$ cat config.mk
export PLATFORM = sky130hd
export DESIGN_NAME = bpcks_pixel_backend
export DESIGN_NICKNAME = d
export VERILOG_FILES = /design/src/common/bpcks_pkg.sv /design/src/verilog/bpcks_pixel_backend.sv
export VERILOG_INCLUDE_DIRS = /design/src /design/src/common
export SDC_FILE = /design/constraint.sdc
export NUM_CORES = 1
export LEC_CHECK = 0
export BUFFER_PORTS_ARGS = -buffer_cell sky130_fd_sc_hd__buf_2
export CORE_ASPECT_RATIO = 1.25
export CORE_UTILIZATION = 45
export DETAILED_ROUTE_END_ITERATION = 16
export PLACE_DENSITY = 0.67
export SLEW_MARGIN = 20
export SYNTH_ARGS = -nofsm -noshare
export SYNTH_HDL_FRONTEND = slang
export SYNTH_SLANG_ARGS = --single-unit
$ cat constraint.sdc
create_clock -name mclk -period 11.55 [get_ports mclk]
set_input_delay 0 -clock mclk [delete_from_list [all_inputs] [get_ports mclk]]
set_output_delay 0 -clock mclk [all_outputs]
set_load 0.005 [all_outputs]
$ cat src/common/bpcks_map.svh
// Register map, field positions and reset values of the pixel back-end.
// Assumes a 32-bit classic Wishbone slave with word-aligned registers.
`ifndef BPCKS_MAP_SVH
`define BPCKS_MAP_SVH

// ==========================================================
// Register byte offsets
`define BPCKS_A_CLIP0_MIN    8'h00
`define BPCKS_A_CLIP0_MAX    8'h04
`define BPCKS_A_CLIP1_MIN    8'h08
`define BPCKS_A_CLIP1_MAX    8'h0C
`define BPCKS_A_SKEY_LO      8'h10
`define BPCKS_A_SKEY_HI      8'h14
`define BPCKS_A_DKEY_LO      8'h18
`define BPCKS_A_DKEY_HI      8'h1C
`define BPCKS_A_ROPS         8'h20
`define BPCKS_A_DASH_CTL     8'h24
`define BPCKS_A_DASH_PAT     8'h28
`define BPCKS_A_ERR_A        8'h2C
`define BPCKS_A_ERR_B        8'h30
`define BPCKS_A_STATUS       8'h34

// ==========================================================
// Field masks and positions
`define BPCKS_CLIP_MASK      32'h0FFF_0FFF
`define BPCKS_KEY_MASK       32'h00FF_FFFF
`define BPCKS_ROP_MASK       32'h00FF_FFFF
`define BPCKS_DASH_MASK      32'h1FFF_1FFF
`define BPCKS_ERR_MASK       32'h8000_FFFF
`define BPCKS_RESET_VAL      32'h0000_0000
`define BPCKS_ERR_USE_BIT    31

`endif

$ cat src/common/bpcks_pkg.sv
// Types shared by the pixel back-end.
// Assumes bpcks_map.svh is on the include path.
package bpcks_pkg;
  typedef enum logic [2:0] {
    BPCKS_BPP8  = 3'h1,
    BPCKS_BPP16 = 3'h3,
    BPCKS_BPP24 = 3'h4,
    BPCKS_BPP32 = 3'h5
  } bpcks_bpp_t;
endpackage : bpcks_pkg

$ cat src/verilog/bpcks_pixel_backend.sv
// Pixel back-end: clip, colour keys, keyed rop select, line stipple, error overrides.
// Assumes the drawing loop is on mclk and pulses pixValid once per pixel.
//
// Functional notes
// RL1 - Two clip rectangles held; command clip-select picks which one gates writes.
// RL2 - Write only when min <= x < max and min <= y < max.
// RL3 - Clip registers: x in bits 11:0, y in bits 27:16, rest reserved.
// RL4 - Source key passes when colour within inclusive 24-bit min/max range; code compares R, G, B (index at 8bpp) separately, not the whole word.
// RL5 - Destination key passes when colour within inclusive min/max range.
// RL6 - 8bpp compares index whole; other depths compare R, G, B separately.
// RL7 - At 32bpp the top byte is ignored for keying.
// RL8 - Disabled keying forces that key test to fail.
// RL9 - Software must not enable source keying with 1bpp source.
// RL10 - Rop0 on fail/fail, rop1 dest pass, rop2 src pass, rop3 both.
// RL11 - Stipple size holds length minus one; pattern repeats every 1..32 bits.
// RL12 - Repeat count holds pixels per bit minus one, 1..256 pixels.
// RL13 - Start has bit index and fraction; first bit covers repeat+1-fraction pixels.
// RL14 - Software keeps start index <= size and fraction <= repeat count.
// RL15 - Writing dash control reloads position; else lines continue from last.
// RL16 - Reading dash control when idle returns the next line's position.
// RL17 - Set bit draws foreground; clear draws background or skips if transparent.
// RL18 - Per pixel: counter==repeat clears and advances index with wrap, else increments.
// RL19 - Pattern bits numbered from lsb, pattern in low-order bits.
// RL20 - Error register bit 31 selects supplied signed term over computed one.
// RL21 - Software should clear bit 31 after a supplied-term operation.
// RL22 - Error a serves lines, left edges, y stretch; b right edges, x stretch.
// RL23 - Error b holds signed term in 15:0, use flag in bit 31.
`timescale 1ns/100ps
`include "bpcks_map.svh"

module bpcks_pixel_backend #(
  parameter int CW = 12
) (
  input  wire logic                  mclk,
  input  wire logic                  reset,
  input  wire logic                  wb_cyc_i,
  input  wire logic                  wb_stb_i,
  input  wire logic                  wb_we_i,
  input  wire logic [7:0]            wb_adr_i,
  input  wire logic [3:0]            wb_sel_i,
  input  wire logic [31:0]           wb_dat_i,
  output logic      [31:0]           wb_dat_o,
  output logic                       wb_ack_o,
  input  wire logic                  engineBusy,
  input  wire logic                  clipSelect,
  input  wire logic                  srcKeyEnable,
  input  wire logic                  dstKeyEnable,
  input  wire logic                  transparentMode,
  input  wire logic [7:0]            ropDefault,
  input  wire bpcks_pkg::bpcks_bpp_t srcBpp,
  input  wire bpcks_pkg::bpcks_bpp_t dstBpp,
  input  wire logic                  pixValid,
  input  wire logic                  pixIsLine,
  input  wire logic [CW-1:0]         pixX,
  input  wire logic [CW-1:0]         pixY,
  input  wire logic [31:0]           srcColour,
  input  wire logic [31:0]           dstColour,
  input  wire logic [31:0]           foreground_colour,
  input  wire logic [31:0]           background_colour,
  output logic                       outValid,
  output logic                       outWrite,
  output logic [31:0]                outColour,
  output logic [7:0]                 outRop,
  output logic                       errAUse,
  output logic [15:0]                errATerm,
  output logic                       errBUse,
  output logic [15:0]                errBTerm
);
  import bpcks_pkg::*;

  // ==========================================================
  // Register bus
  logic [31:0] clipSet0Min_ff, clipSet0Max_ff, clipSet1Min_ff, clipSet1Max_ff;
  logic [31:0] skeyLo_ff, skeyHi_ff, dkeyLo_ff, dkeyHi_ff;
  logic [31:0] rops_ff, dashCtl_ff, dashPat_ff, errA_ff, errB_ff;
  logic [4:0]  bitIdx_ff;
  logic [7:0]  pixCnt_ff;
  logic        ack_ff;
  logic [31:0] rdat_ff;

  wire        busReq  = wb_cyc_i & wb_stb_i & ~ack_ff;
  wire        busWr   = busReq & wb_we_i;
  wire [31:0] selMask = {{8{wb_sel_i[3]}}, {8{wb_sel_i[2]}},
                         {8{wb_sel_i[1]}}, {8{wb_sel_i[0]}}};

  function automatic logic [31:0] merge(input logic [31:0] old, input logic [31:0] nw,
                                        input logic [31:0] sm, input logic [31:0] fm);
    merge = ((old & ~sm) | (nw & sm)) & fm;
  endfunction : merge

  wire wClip0Min = busWr && wb_adr_i == `BPCKS_A_CLIP0_MIN;
  wire wClip0Max = busWr && wb_adr_i == `BPCKS_A_CLIP0_MAX;
  wire wClip1Min = busWr && wb_adr_i == `BPCKS_A_CLIP1_MIN;
  wire wClip1Max = busWr && wb_adr_i == `BPCKS_A_CLIP1_MAX;
  wire wSkeyLo   = busWr && wb_adr_i == `BPCKS_A_SKEY_LO;
  wire wSkeyHi   = busWr && wb_adr_i == `BPCKS_A_SKEY_HI;
  wire wDkeyLo   = busWr && wb_adr_i == `BPCKS_A_DKEY_LO;
  wire wDkeyHi   = busWr && wb_adr_i == `BPCKS_A_DKEY_HI;
  wire wRops     = busWr && wb_adr_i == `BPCKS_A_ROPS;
  wire wDashCtl  = busWr && wb_adr_i == `BPCKS_A_DASH_CTL;
  wire wDashPat  = busWr && wb_adr_i == `BPCKS_A_DASH_PAT;
  wire wErrA     = busWr && wb_adr_i == `BPCKS_A_ERR_A;
  wire wErrB     = busWr && wb_adr_i == `BPCKS_A_ERR_B;

  // Live position when idle; mid-line value is indeterminate anyway
  wire [31:0] dashRead = {3'b000, bitIdx_ff, pixCnt_ff, dashCtl_ff[15:0]};  // [RL16]

  // Unmapped addresses read zero and still ack, so the master never hangs
  wire [31:0] rdMux =
      (wb_adr_i == `BPCKS_A_CLIP0_MIN) ? clipSet0Min_ff :
      (wb_adr_i == `BPCKS_A_CLIP0_MAX) ? clipSet0Max_ff :
      (wb_adr_i == `BPCKS_A_CLIP1_MIN) ? clipSet1Min_ff :
      (wb_adr_i == `BPCKS_A_CLIP1_MAX) ? clipSet1Max_ff :
      (wb_adr_i == `BPCKS_A_SKEY_LO)   ? skeyLo_ff :
      (wb_adr_i == `BPCKS_A_SKEY_HI)   ? skeyHi_ff :
      (wb_adr_i == `BPCKS_A_DKEY_LO)   ? dkeyLo_ff :
      (wb_adr_i == `BPCKS_A_DKEY_HI)   ? dkeyHi_ff :
      (wb_adr_i == `BPCKS_A_ROPS)      ? rops_ff :
      (wb_adr_i == `BPCKS_A_DASH_CTL)  ? dashRead :
      (wb_adr_i == `BPCKS_A_DASH_PAT)  ? dashPat_ff :
      (wb_adr_i == `BPCKS_A_ERR_A)     ? errA_ff :
      (wb_adr_i == `BPCKS_A_ERR_B)     ? errB_ff :
      (wb_adr_i == `BPCKS_A_STATUS)    ? {31'h0000_0000, engineBusy} :
      `BPCKS_RESET_VAL;

  always_ff @(posedge mclk or posedge reset) begin
    if (reset) begin
      ack_ff  <= 1'b0;
      rdat_ff <= `BPCKS_RESET_VAL;
    end else begin
      ack_ff  <= busReq;
      rdat_ff <= busReq ? rdMux : rdat_ff;
    end
  end
  assign wb_ack_o = ack_ff;
  assign wb_dat_o = rdat_ff;

  always_ff @(posedge mclk or posedge reset) begin
    if (reset) begin
      clipSet0Min_ff <= `BPCKS_RESET_VAL;
      clipSet0Max_ff <= `BPCKS_RESET_VAL;
      clipSet1Min_ff <= `BPCKS_RESET_VAL;
      clipSet1Max_ff <= `BPCKS_RESET_VAL;
      skeyLo_ff   <= `BPCKS_RESET_VAL;
      skeyHi_ff   <= `BPCKS_RESET_VAL;
      dkeyLo_ff   <= `BPCKS_RESET_VAL;
      dkeyHi_ff   <= `BPCKS_RESET_VAL;
      rops_ff     <= `BPCKS_RESET_VAL;
      dashCtl_ff  <= `BPCKS_RESET_VAL;
      dashPat_ff  <= `BPCKS_RESET_VAL;
      errA_ff     <= `BPCKS_RESET_VAL;
      errB_ff     <= `BPCKS_RESET_VAL;
    end else begin
      if (wClip0Min) clipSet0Min_ff <=
          merge(clipSet0Min_ff, wb_dat_i, selMask, `BPCKS_CLIP_MASK);  // [RL3]
      if (wClip0Max) clipSet0Max_ff <=
          merge(clipSet0Max_ff, wb_dat_i, selMask, `BPCKS_CLIP_MASK);  // [RL3]
      if (wClip1Min) clipSet1Min_ff <=
          merge(clipSet1Min_ff, wb_dat_i, selMask, `BPCKS_CLIP_MASK);  // [RL3]
      if (wClip1Max) clipSet1Max_ff <=
          merge(clipSet1Max_ff, wb_dat_i, selMask, `BPCKS_CLIP_MASK);  // [RL3]
      if (wSkeyLo)   skeyLo_ff   <= merge(skeyLo_ff, wb_dat_i, selMask, `BPCKS_KEY_MASK);
      if (wSkeyHi)   skeyHi_ff   <= merge(skeyHi_ff, wb_dat_i, selMask, `BPCKS_KEY_MASK);
      if (wDkeyLo)   dkeyLo_ff   <= merge(dkeyLo_ff, wb_dat_i, selMask, `BPCKS_KEY_MASK);
      if (wDkeyHi)   dkeyHi_ff   <= merge(dkeyHi_ff, wb_dat_i, selMask, `BPCKS_KEY_MASK);
      if (wRops)     rops_ff     <= merge(rops_ff, wb_dat_i, selMask, `BPCKS_ROP_MASK);
      if (wDashCtl)  dashCtl_ff  <= merge(dashCtl_ff, wb_dat_i, selMask, `BPCKS_DASH_MASK);
      if (wDashPat)  dashPat_ff  <= merge(dashPat_ff, wb_dat_i, selMask, 32'hFFFF_FFFF);
      if (wErrA)     errA_ff     <= merge(errA_ff, wb_dat_i, selMask, `BPCKS_ERR_MASK);
      if (wErrB)     errB_ff     <= merge(errB_ff, wb_dat_i, selMask, `BPCKS_ERR_MASK); // [RL23]
    end
  end

  // ==========================================================
  // Error-term overrides
  assign errAUse  = errA_ff[`BPCKS_ERR_USE_BIT];  // [RL20] [RL22]
  assign errATerm = errA_ff[15:0];                // [RL22]
  assign errBUse  = errB_ff[`BPCKS_ERR_USE_BIT];  // [RL20] [RL23]
  assign errBTerm = errB_ff[15:0];                // [RL23]

  // ==========================================================
  // Clip test
  wire [31:0] clipMin = clipSelect ? clipSet1Min_ff : clipSet0Min_ff;   // [RL1]
  wire [31:0] clipMax = clipSelect ? clipSet1Max_ff : clipSet0Max_ff;   // [RL1]
  wire [11:0] xMin = clipMin[11:0];
  wire [11:0] yMin = clipMin[27:16];
  wire [11:0] xMax = clipMax[11:0];
  wire [11:0] yMax = clipMax[27:16];
  wire [11:0] px12 = 12'(pixX);
  wire [11:0] py12 = 12'(pixY);
  wire inClip = (px12 >= xMin) && (px12 < xMax)
             && (py12 >= yMin) && (py12 < yMax);                   // [RL2]

  // ==========================================================
  // Colour keys
  function automatic logic keyInRange(input logic [31:0] c, input logic [31:0] lo,
                                      input logic [31:0] hi, input bpcks_bpp_t bpp);
    logic ok;
    ok = 1'b1;
    if (bpp == BPCKS_BPP8) begin
      ok = (c[7:0] >= lo[7:0]) && (c[7:0] <= hi[7:0]);             // [RL6]
    end else if (bpp == BPCKS_BPP16) begin
      ok = (c[15:11] >= lo[15:11]) && (c[15:11] <= hi[15:11])
        && (c[10:5] >= lo[10:5]) && (c[10:5] <= hi[10:5])
        && (c[4:0] >= lo[4:0]) && (c[4:0] <= hi[4:0]);             // [RL6]
    end else begin
      // Bits 31:24 never looked at, so alpha is ignored
      ok = (c[23:16] >= lo[23:16]) && (c[23:16] <= hi[23:16])
        && (c[15:8] >= lo[15:8]) && (c[15:8] <= hi[15:8])
        && (c[7:0] >= lo[7:0]) && (c[7:0] <= hi[7:0]);             // [RL6] [RL7]
    end
    keyInRange = ok;
  endfunction : keyInRange

  wire srcPass = srcKeyEnable
              && keyInRange(srcColour, skeyLo_ff, skeyHi_ff, srcBpp);   // [RL4] [RL8]
  wire dstPass = dstKeyEnable
              && keyInRange(dstColour, dkeyLo_ff, dkeyHi_ff, dstBpp);   // [RL5] [RL8]

  wire [7:0] ropSel = (srcPass && dstPass) ? rops_ff[23:16] :
                      srcPass              ? rops_ff[15:8] :
                      dstPass              ? rops_ff[7:0] :
                                             ropDefault;          // [RL10]

  // ==========================================================
  // Line stipple
  wire [7:0] repCnt  = dashCtl_ff[7:0];       // [RL12]
  wire [4:0] maskSz  = dashCtl_ff[12:8];      // [RL11]
  wire       patBit  = dashPat_ff[bitIdx_ff]; // [RL19]
  wire       linePix = pixValid && pixIsLine;
  wire [4:0] startIdx  = wb_dat_i[28:24];     // [RL13]
  wire [7:0] startFrac = wb_dat_i[23:16];     // [RL13]

  wire [4:0] nxt_bitIdx = (bitIdx_ff == maskSz) ? 5'h00 : 5'(bitIdx_ff + 5'h01); // [RL11]
  wire       cntWrap    = (pixCnt_ff == repCnt);                                  // [RL18]

  // Fraction preloads the counter, so the first bit lasts repeat+1-fraction pixels
  always_ff @(posedge mclk or posedge reset) begin
    if (reset) begin
      bitIdx_ff <= 5'h00;
      pixCnt_ff <= 8'h00;
    end else if (wDashCtl) begin
      bitIdx_ff <= startIdx;                                     // [RL13] [RL15]
      pixCnt_ff <= startFrac;                                    // [RL13] [RL15]
    end else if (linePix) begin
      bitIdx_ff <= cntWrap ? nxt_bitIdx : bitIdx_ff;             // [RL18]
      pixCnt_ff <= cntWrap ? 8'h00 : 8'(pixCnt_ff + 8'h01);      // [RL12] [RL18]
    end
  end

  // ==========================================================
  // Pixel output
  wire skipPix   = pixIsLine && !patBit && transparentMode;      // [RL17]
  wire [31:0] lineCol = patBit ? foreground_colour : background_colour; // [RL17]

  always_ff @(posedge mclk or posedge reset) begin
    if (reset) begin
      outValid  <= 1'b0;
      outWrite  <= 1'b0;
      outColour <= `BPCKS_RESET_VAL;
      outRop    <= 8'h00;
    end else begin
      outValid  <= pixValid;
      outWrite  <= pixValid && inClip && !skipPix;               // [RL2] [RL17]
      outColour <= pixIsLine ? lineCol : srcColour;
      outRop    <= ropSel;                                       // [RL10]
    end
  end

  // ==========================================================
  // Checks
  property p_clip_gate;
    @(posedge mclk) disable iff (reset)
      (pixValid && !inClip) |=> !outWrite;
  endproperty : p_clip_gate
  a_clip_gate: assert property (p_clip_gate)  // [RL2]
    else $error("write outside clip");

  // Looks at the raw set-1 register, not at the selected bounds
  property p_clip1_sel;
    @(posedge mclk) disable iff (reset)
      (pixValid && clipSelect && (px12 >= clipSet1Max_ff[11:0])) |=> !outWrite;
  endproperty : p_clip1_sel
  a_clip1_sel: assert property (p_clip1_sel)  // [RL1]
    else $error("clip set 1 not applied");

  property p_key_off;
    @(posedge mclk) disable iff (reset)
      (pixValid && !srcKeyEnable && !dstKeyEnable) |=> (outRop == $past(ropDefault));
  endproperty : p_key_off
  a_key_off: assert property (p_key_off)  // [RL8] [RL10]
    else $error("default rop not used with keys off");

  property p_skip_write;
    @(posedge mclk) disable iff (reset)
      (pixValid && pixIsLine && transparentMode && !patBit) |=> !outWrite;
  endproperty : p_skip_write
  a_skip_write: assert property (p_skip_write)  // [RL17]
    else $error("transparent stipple pixel written");

  property p_line_fore;
    @(posedge mclk) disable iff (reset)
      (pixValid && pixIsLine && patBit) |=> (outColour == $past(foreground_colour));
  endproperty : p_line_fore
  a_line_fore: assert property (p_line_fore)  // [RL17]
    else $error("set stipple bit not in foreground");

  property p_line_back;
    @(posedge mclk) disable iff (reset)
      (pixValid && pixIsLine && !patBit) |=> (outColour == $past(background_colour));
  endproperty : p_line_back
  a_line_back: assert property (p_line_back)  // [RL17]
    else $error("clear stipple bit not in background");

  property p_dash_reload;
    @(posedge mclk) disable iff (reset)
      wDashCtl |=> (bitIdx_ff == $past(startIdx)) && (pixCnt_ff == $past(startFrac));
  endproperty : p_dash_reload
  a_dash_reload: assert property (p_dash_reload)  // [RL13] [RL15]
    else $error("stipple position not reloaded");

  property p_dash_hold;
    @(posedge mclk) disable iff (reset)
      (!wDashCtl && !linePix) |=> $stable(bitIdx_ff) && $stable(pixCnt_ff);
  endproperty : p_dash_hold
  a_dash_hold: assert property (p_dash_hold)  // [RL15]
    else $error("stipple position moved without a line pixel");

  property p_dash_step;
    @(posedge mclk) disable iff (reset)
      (linePix && !wDashCtl && !cntWrap)
        |=> (pixCnt_ff == 8'($past(pixCnt_ff) + 8'h01)) && $stable(bitIdx_ff);
  endproperty : p_dash_step
  a_dash_step: assert property (p_dash_step)  // [RL18]
    else $error("pixel counter did not step");

  property p_dash_adv;
    @(posedge mclk) disable iff (reset)
      (linePix && !wDashCtl && cntWrap && (bitIdx_ff != maskSz))
        |=> (bitIdx_ff == 5'($past(bitIdx_ff) + 5'h01)) && (pixCnt_ff == 8'h00);
  endproperty : p_dash_adv
  a_dash_adv: assert property (p_dash_adv)  // [RL18]
    else $error("bit index did not advance");

  property p_dash_wrap;
    @(posedge mclk) disable iff (reset)
      (linePix && !wDashCtl && cntWrap && (bitIdx_ff == maskSz))
        |=> (bitIdx_ff == 5'h00) && (pixCnt_ff == 8'h00);
  endproperty : p_dash_wrap
  a_dash_wrap: assert property (p_dash_wrap)  // [RL11] [RL18]
    else $error("bit index did not wrap after stipple size");

  property p_out_valid;
    @(posedge mclk) disable iff (reset)
      pixValid |=> outValid;
  endproperty : p_out_valid
  a_out_valid: assert property (p_out_valid)
    else $error("pixel result missing");

  property p_out_idle;
    @(posedge mclk) disable iff (reset)
      !pixValid |=> (!outValid && !outWrite);
  endproperty : p_out_idle
  a_out_idle: assert property (p_out_idle)
    else $error("result without a pixel");

  // Ack must drop even when the master is slow to release
  property p_ack_pulse;
    @(posedge mclk) disable iff (reset)
      wb_ack_o |=> !wb_ack_o;
  endproperty : p_ack_pulse
  a_ack_pulse: assert property (p_ack_pulse)
    else $error("ack held longer than one cycle");

  // ==========================================================
  // Coverage
  c_clip_reject: cover property (@(posedge mclk) disable iff (reset)
    pixValid && !inClip);
  c_both_keys: cover property (@(posedge mclk) disable iff (reset)
    pixValid && srcPass && dstPass);
  c_dash_wrap: cover property (@(posedge mclk) disable iff (reset)
    linePix && cntWrap && (bitIdx_ff == maskSz));
  c_line_skip: cover property (@(posedge mclk) disable iff (reset)
    pixValid && skipPix);
endmodule : bpcks_pixel_backend
# Word level (Yosys, flattened, before mapping)
# Cells that the tools add are included.
# totals
register_bits	396
input_bits	222
out_inout_bits	109
wordCells	189
# classes
add_sub_neg	2
order_cmp	29
eq_ne	19
mux	34
bitwise	32
n_reduce_logical	52
# ops
cell	n
$mux 32	15
$and 32x32->32	4
$and 24x24->24	5
$or 24x24->24	5
$and 28x28->28	4
$or 28x28->28	4
$or 32x32->32	3
$mux 28	2
$eq 8x6->1 const B	6
$ge 8x8->1	6
$le 8x8->1	6
$mux 8	6
$logic_and 1x1->1	46
$eq 8x5->1 const B	4
$not 32->32	1
$and 29x29->29	1
$or 29x29->29	1
$ge 12x12->1	2
$lt 12x12->1	2
$ge 5x5->1	4
$le 5x5->1	4
$mux 5	4
$eq 8x4->1 const B	2
$ge 6x6->1	2
17 further kinds	29

# Logic depth before layout (Yosys ltp)
# depth
depth_word	15
depth_mapped	11
depth_no_buf	10

# Worst setup path after synthesis
# OpenSTA, ideal clock, no wires.
# synth_path
kind	register to register
start	reg with a tool-made name
end	reg outRop[5]
setup_time_ns	0.151
arrival_ns	2.467
required_ns	11.399
setup_slack_ns	8.932
path_stages_with_launch	12
n_path_buf	1
period_less_slack_ns	2.618
path_cell_list	dfrtp_1 > inv_1 > ha_1 > a21o_1 > a21oi_1 > nor2b_1 > o31ai_1 > a41oi_1 > o21ai_1 > buf_2 > mux2i_1 > mux2i_1
# synth_rtl
element	line_no	rtl
end signal, assigned	bpcks_pixel_backend.sv:266	outRop <= ropSel;
end, declared	bpcks_pixel_backend.sv:63	output logic [7:0] outRop,

# Worst setup path in the final report
# layout_path
start	reg bitIdx_ff[0]
end	reg outColour[5]
# layout_between
elab_chain_len	4
# layout_lines
element	line_no	rtl
start, declared	bpcks_pixel_backend.sv:76	logic [4:0] bitIdx_ff;
start signal, assigned	bpcks_pixel_backend.sv:243	bitIdx_ff <= startIdx;
start signal, assigned	bpcks_pixel_backend.sv:246	bitIdx_ff <= cntWrap ? nxt_bitIdx : bitIdx_ff;
$bmux 1 s5	bpcks_pixel_backend.sv:229	wire patBit = dashPat_ff[bitIdx_ff];
$mux 1 (implied by the code)	bpcks_pixel_backend.sv:229	
$mux 32	bpcks_pixel_backend.sv:254	wire [31:0] lineCol = patBit ? foreground_colour : background_colour;
$mux 32	bpcks_pixel_backend.sv:265	outColour <= pixIsLine ? lineCol : srcColour;
end signal, assigned	bpcks_pixel_backend.sv:260	outColour <= `BPCKS_RESET_VAL;
end signal, assigned	bpcks_pixel_backend.sv:265	
end, declared	bpcks_pixel_backend.sv:62	output logic [31:0] outColour,
# No other way between the ends. The select of a mux whose other input is x is not followed.
# A chain may end at the register's enable or synchronous reset.

==> impl_metrics.ini <==
[finish]
mostFrequentLayoutCell = dfrtp_1
area_growth_pct = 22.0
nNetsFinal = 2864
final_cell_mix = 383 x dfrtp_1, 322 x buf_2, 206 x mux2_2
instances_no_fill = 3157
drive_above_1_share = 0.253

[clock_network]
htreeDepth = 2
cts_tree = built
post_cts_buffers = 0
numCtsBuffers = 41
cts_num_sinks = 383
insertion_delay_ps = 550
clk_pin_slew_ps = 60
ctsRootBufferMaster = clkbuf_16
clk_path_buf_depth = 3

[grt]
grt_pass1_vias = 18854
grt_util_all_layers = 0.311
grt_pass1_wl_mm = 113
grt_max_degree = 116
antenna_found_initial = 6
grt.overflow.total = 0

[logic_synthesis]
synth_flop_cell = dfrtp_1
synth-edff-count = 0
syn_inst = 2090
yosys_warnings = 0
syn_area_sq_um = 21600
synth-async-reset-ratio = 1.00
synth_nets = 2468
syn_area_per_cell_sq_um = 10.3
ys_ff_latch = 383
yosysSeqAreaShare = 0.443
synth.distinct_cells = 65

[place]
io_buffer_count = 322
gp_congestion = 0.962
place_inst = 2965
dpl.hpwl_mm = 55.2

[run_status]
violations = hold timing
outcome = complete, but fails checks

[timing]
min_period_ps = 4600
rsz0062_at_grt = false
maxSlewViolCount = 0
hold_violations = 1
fmaxAchievable_mhz = 218
setup_viol = 0
finalCritPeriodShare = 0.398
tightest_slew_ps = 1200
slew_headroom = 0.199
fin_hold_ws_ps = -1.35
finClkSkew_ps = 9.87
setup_tns_ps = 0

[die]
coreArea_sq_um = 47300
fp-row-count = 89
initial_core_util = 0.457
die_h_um = 247
fp.dieW_um = 198
ios = 331
die-area_sq_um = 48900

[flow_run]
cap_viol_max_count = 0

[power]
p_leak_uw = 0.0131
vdd_ir_drop_max_mv = 0.111
power.total_uw = 3200
power_density_nw_per_um2 = 121

[routing]
detail_route.wirelength_mm = 76.1
ant_nets = 0
drc_errors = 0
vias = 18762
wire_per_inst_um = 24.1
detail_route.vias_per_cell = 5.94
drtPass1Iterations = 6
drt_iter0_markers = 1407

[worst_setup_path]
crit_path_end_kind = register
critPathArrivalTime_ps = 5030
rr_worst_depth = 8
rr_endpoint = outColour[5]
required_ps = 11980
reg2reg_from = bitIdx_ff[0]
path_class = register to register
r2r_slack_ps = 6950
crit_path_max_fanout = 32
cp-start-kind = register

[min_path]
hold_path.class = input port to register
hold_start = pixY[7]
hold_path_end = outWrite
holdPathStages = 4
## timing repair
action / CTS / global route
hold buffers: 115 / 0
resized for setup: 0 / 0
hold endpoints to repair: 385 / 0
## cell usage after synthesis, types with 14 or more instances
cell type  instances  area [sq um]
a2111oi_0         14           123
a21o_1            16           120
a21oi_1          129           646
a221oi_1          22           193
a22oi_1           27           203
clkbuf_1          86           323
dfrtp_1          383          9580
ha_1             156          1950
inv_1            116           435
mux2_2           206          2320
mux2i_1          129          1290
nand2_1          186           698
nand3_1           34           170
nand4_1           19           119
nor2_1           127           477
nor3_1            23           115
o211ai_1          19           143
o21ai_0          187           936
## routing by layer
layer | track usage | vias to the layer above | part of all wire
met5 | 0 | - | 0
met4 | 0.162 | 0 | 0.054
met3 | 0.0483 | 236 | 0.067
met2 | 0.530 | 845 | 0.49
met1 | 0.378 | 9291 | 0.39
li1 | - | 8390 | -
## per-stage QoR
step | cell area (sq um) | hold WS (ps) | setup WS [ps] | util
after floorplan | 21600 | 31.4 | 908 | -
after global placement | 23800 | 206 | 7600 | 0.502
after detailed placement | 23800 | 210 | 7620 | 0.502
after CTS | 26400 | 15.0 | 7090 | 0.557
after global routing | 26400 | 13.1 | 6860 | 0.558
final | 26400 | -1.35 | 6950 | 0.558
## layout make-up
cell class                      instances  area [sq um]
Antenna cell                            5          12.5
Clock buffer                           52          1100
Clock inverter                         20           338
Fill cell                            4074         20900
Inverter                              117           447
Multi-Input combinational cell       1484         11200
Sequential cell                       383          9580
Tap cell                              637           797
Timing Repair Buffer                  459          2930
## report_power, final
group / total (uW) / leakage, uW / internal, uW / switching [uW]
clock: 1450 / 0.000700 / 875 / 576
sequential: 1410 / 0.00471 / 1380 / 34.6
combinational: 338 / 0.00767 / 142 / 196
total: 3200 / 0.0131 / 2390 / 807
## how the worst max path moves through the flow
| stage | slack, ps | endpoint | start | depth (start not counted) |
|---|---|---|---|---|
| 2_1_floorplan | 910 | async pin | reset | 1 |
| 3_3_place_gp | 7600 | bitIdx_ff[0] | wb_adr_i[2] | 9 |
| 3_5_place_dp | 7620 | bitIdx_ff[0] | wb_adr_i[2] | 9 |
| 4_1_cts | 7090 | outColour[11] | bitIdx_ff[0] | 8 |
| 5_1_grt | 6860 | outColour[5] | bitIdx_ff[0] | 8 |
| 6_report | 6950 | outColour[5] | bitIdx_ff[0] | 8 |
## worst max-delay path: stages, from the launching register on
cell and delay, ps:
dfrtp_1 870, mux4_1 720, mux4_2 570, mux2i_4 190, buf_4 520, mux2i_1 280
dlygate4sd3_1 590, a21oi_1 80, dlygate4sd3_1 590
## cell families after synthesis
family	count (synthesis)	synth area share
xor gates and xnor gates	13	0.00526
muxes	346	0.180
adders and majority gates	156	0.0903
AOI/OAI and AO/OA	508	0.145
DFF	383	0.443
buffers and inverters	223	0.0418
and+or+nand+nor	461	0.0952
Power figures use the tool's default switching activity.
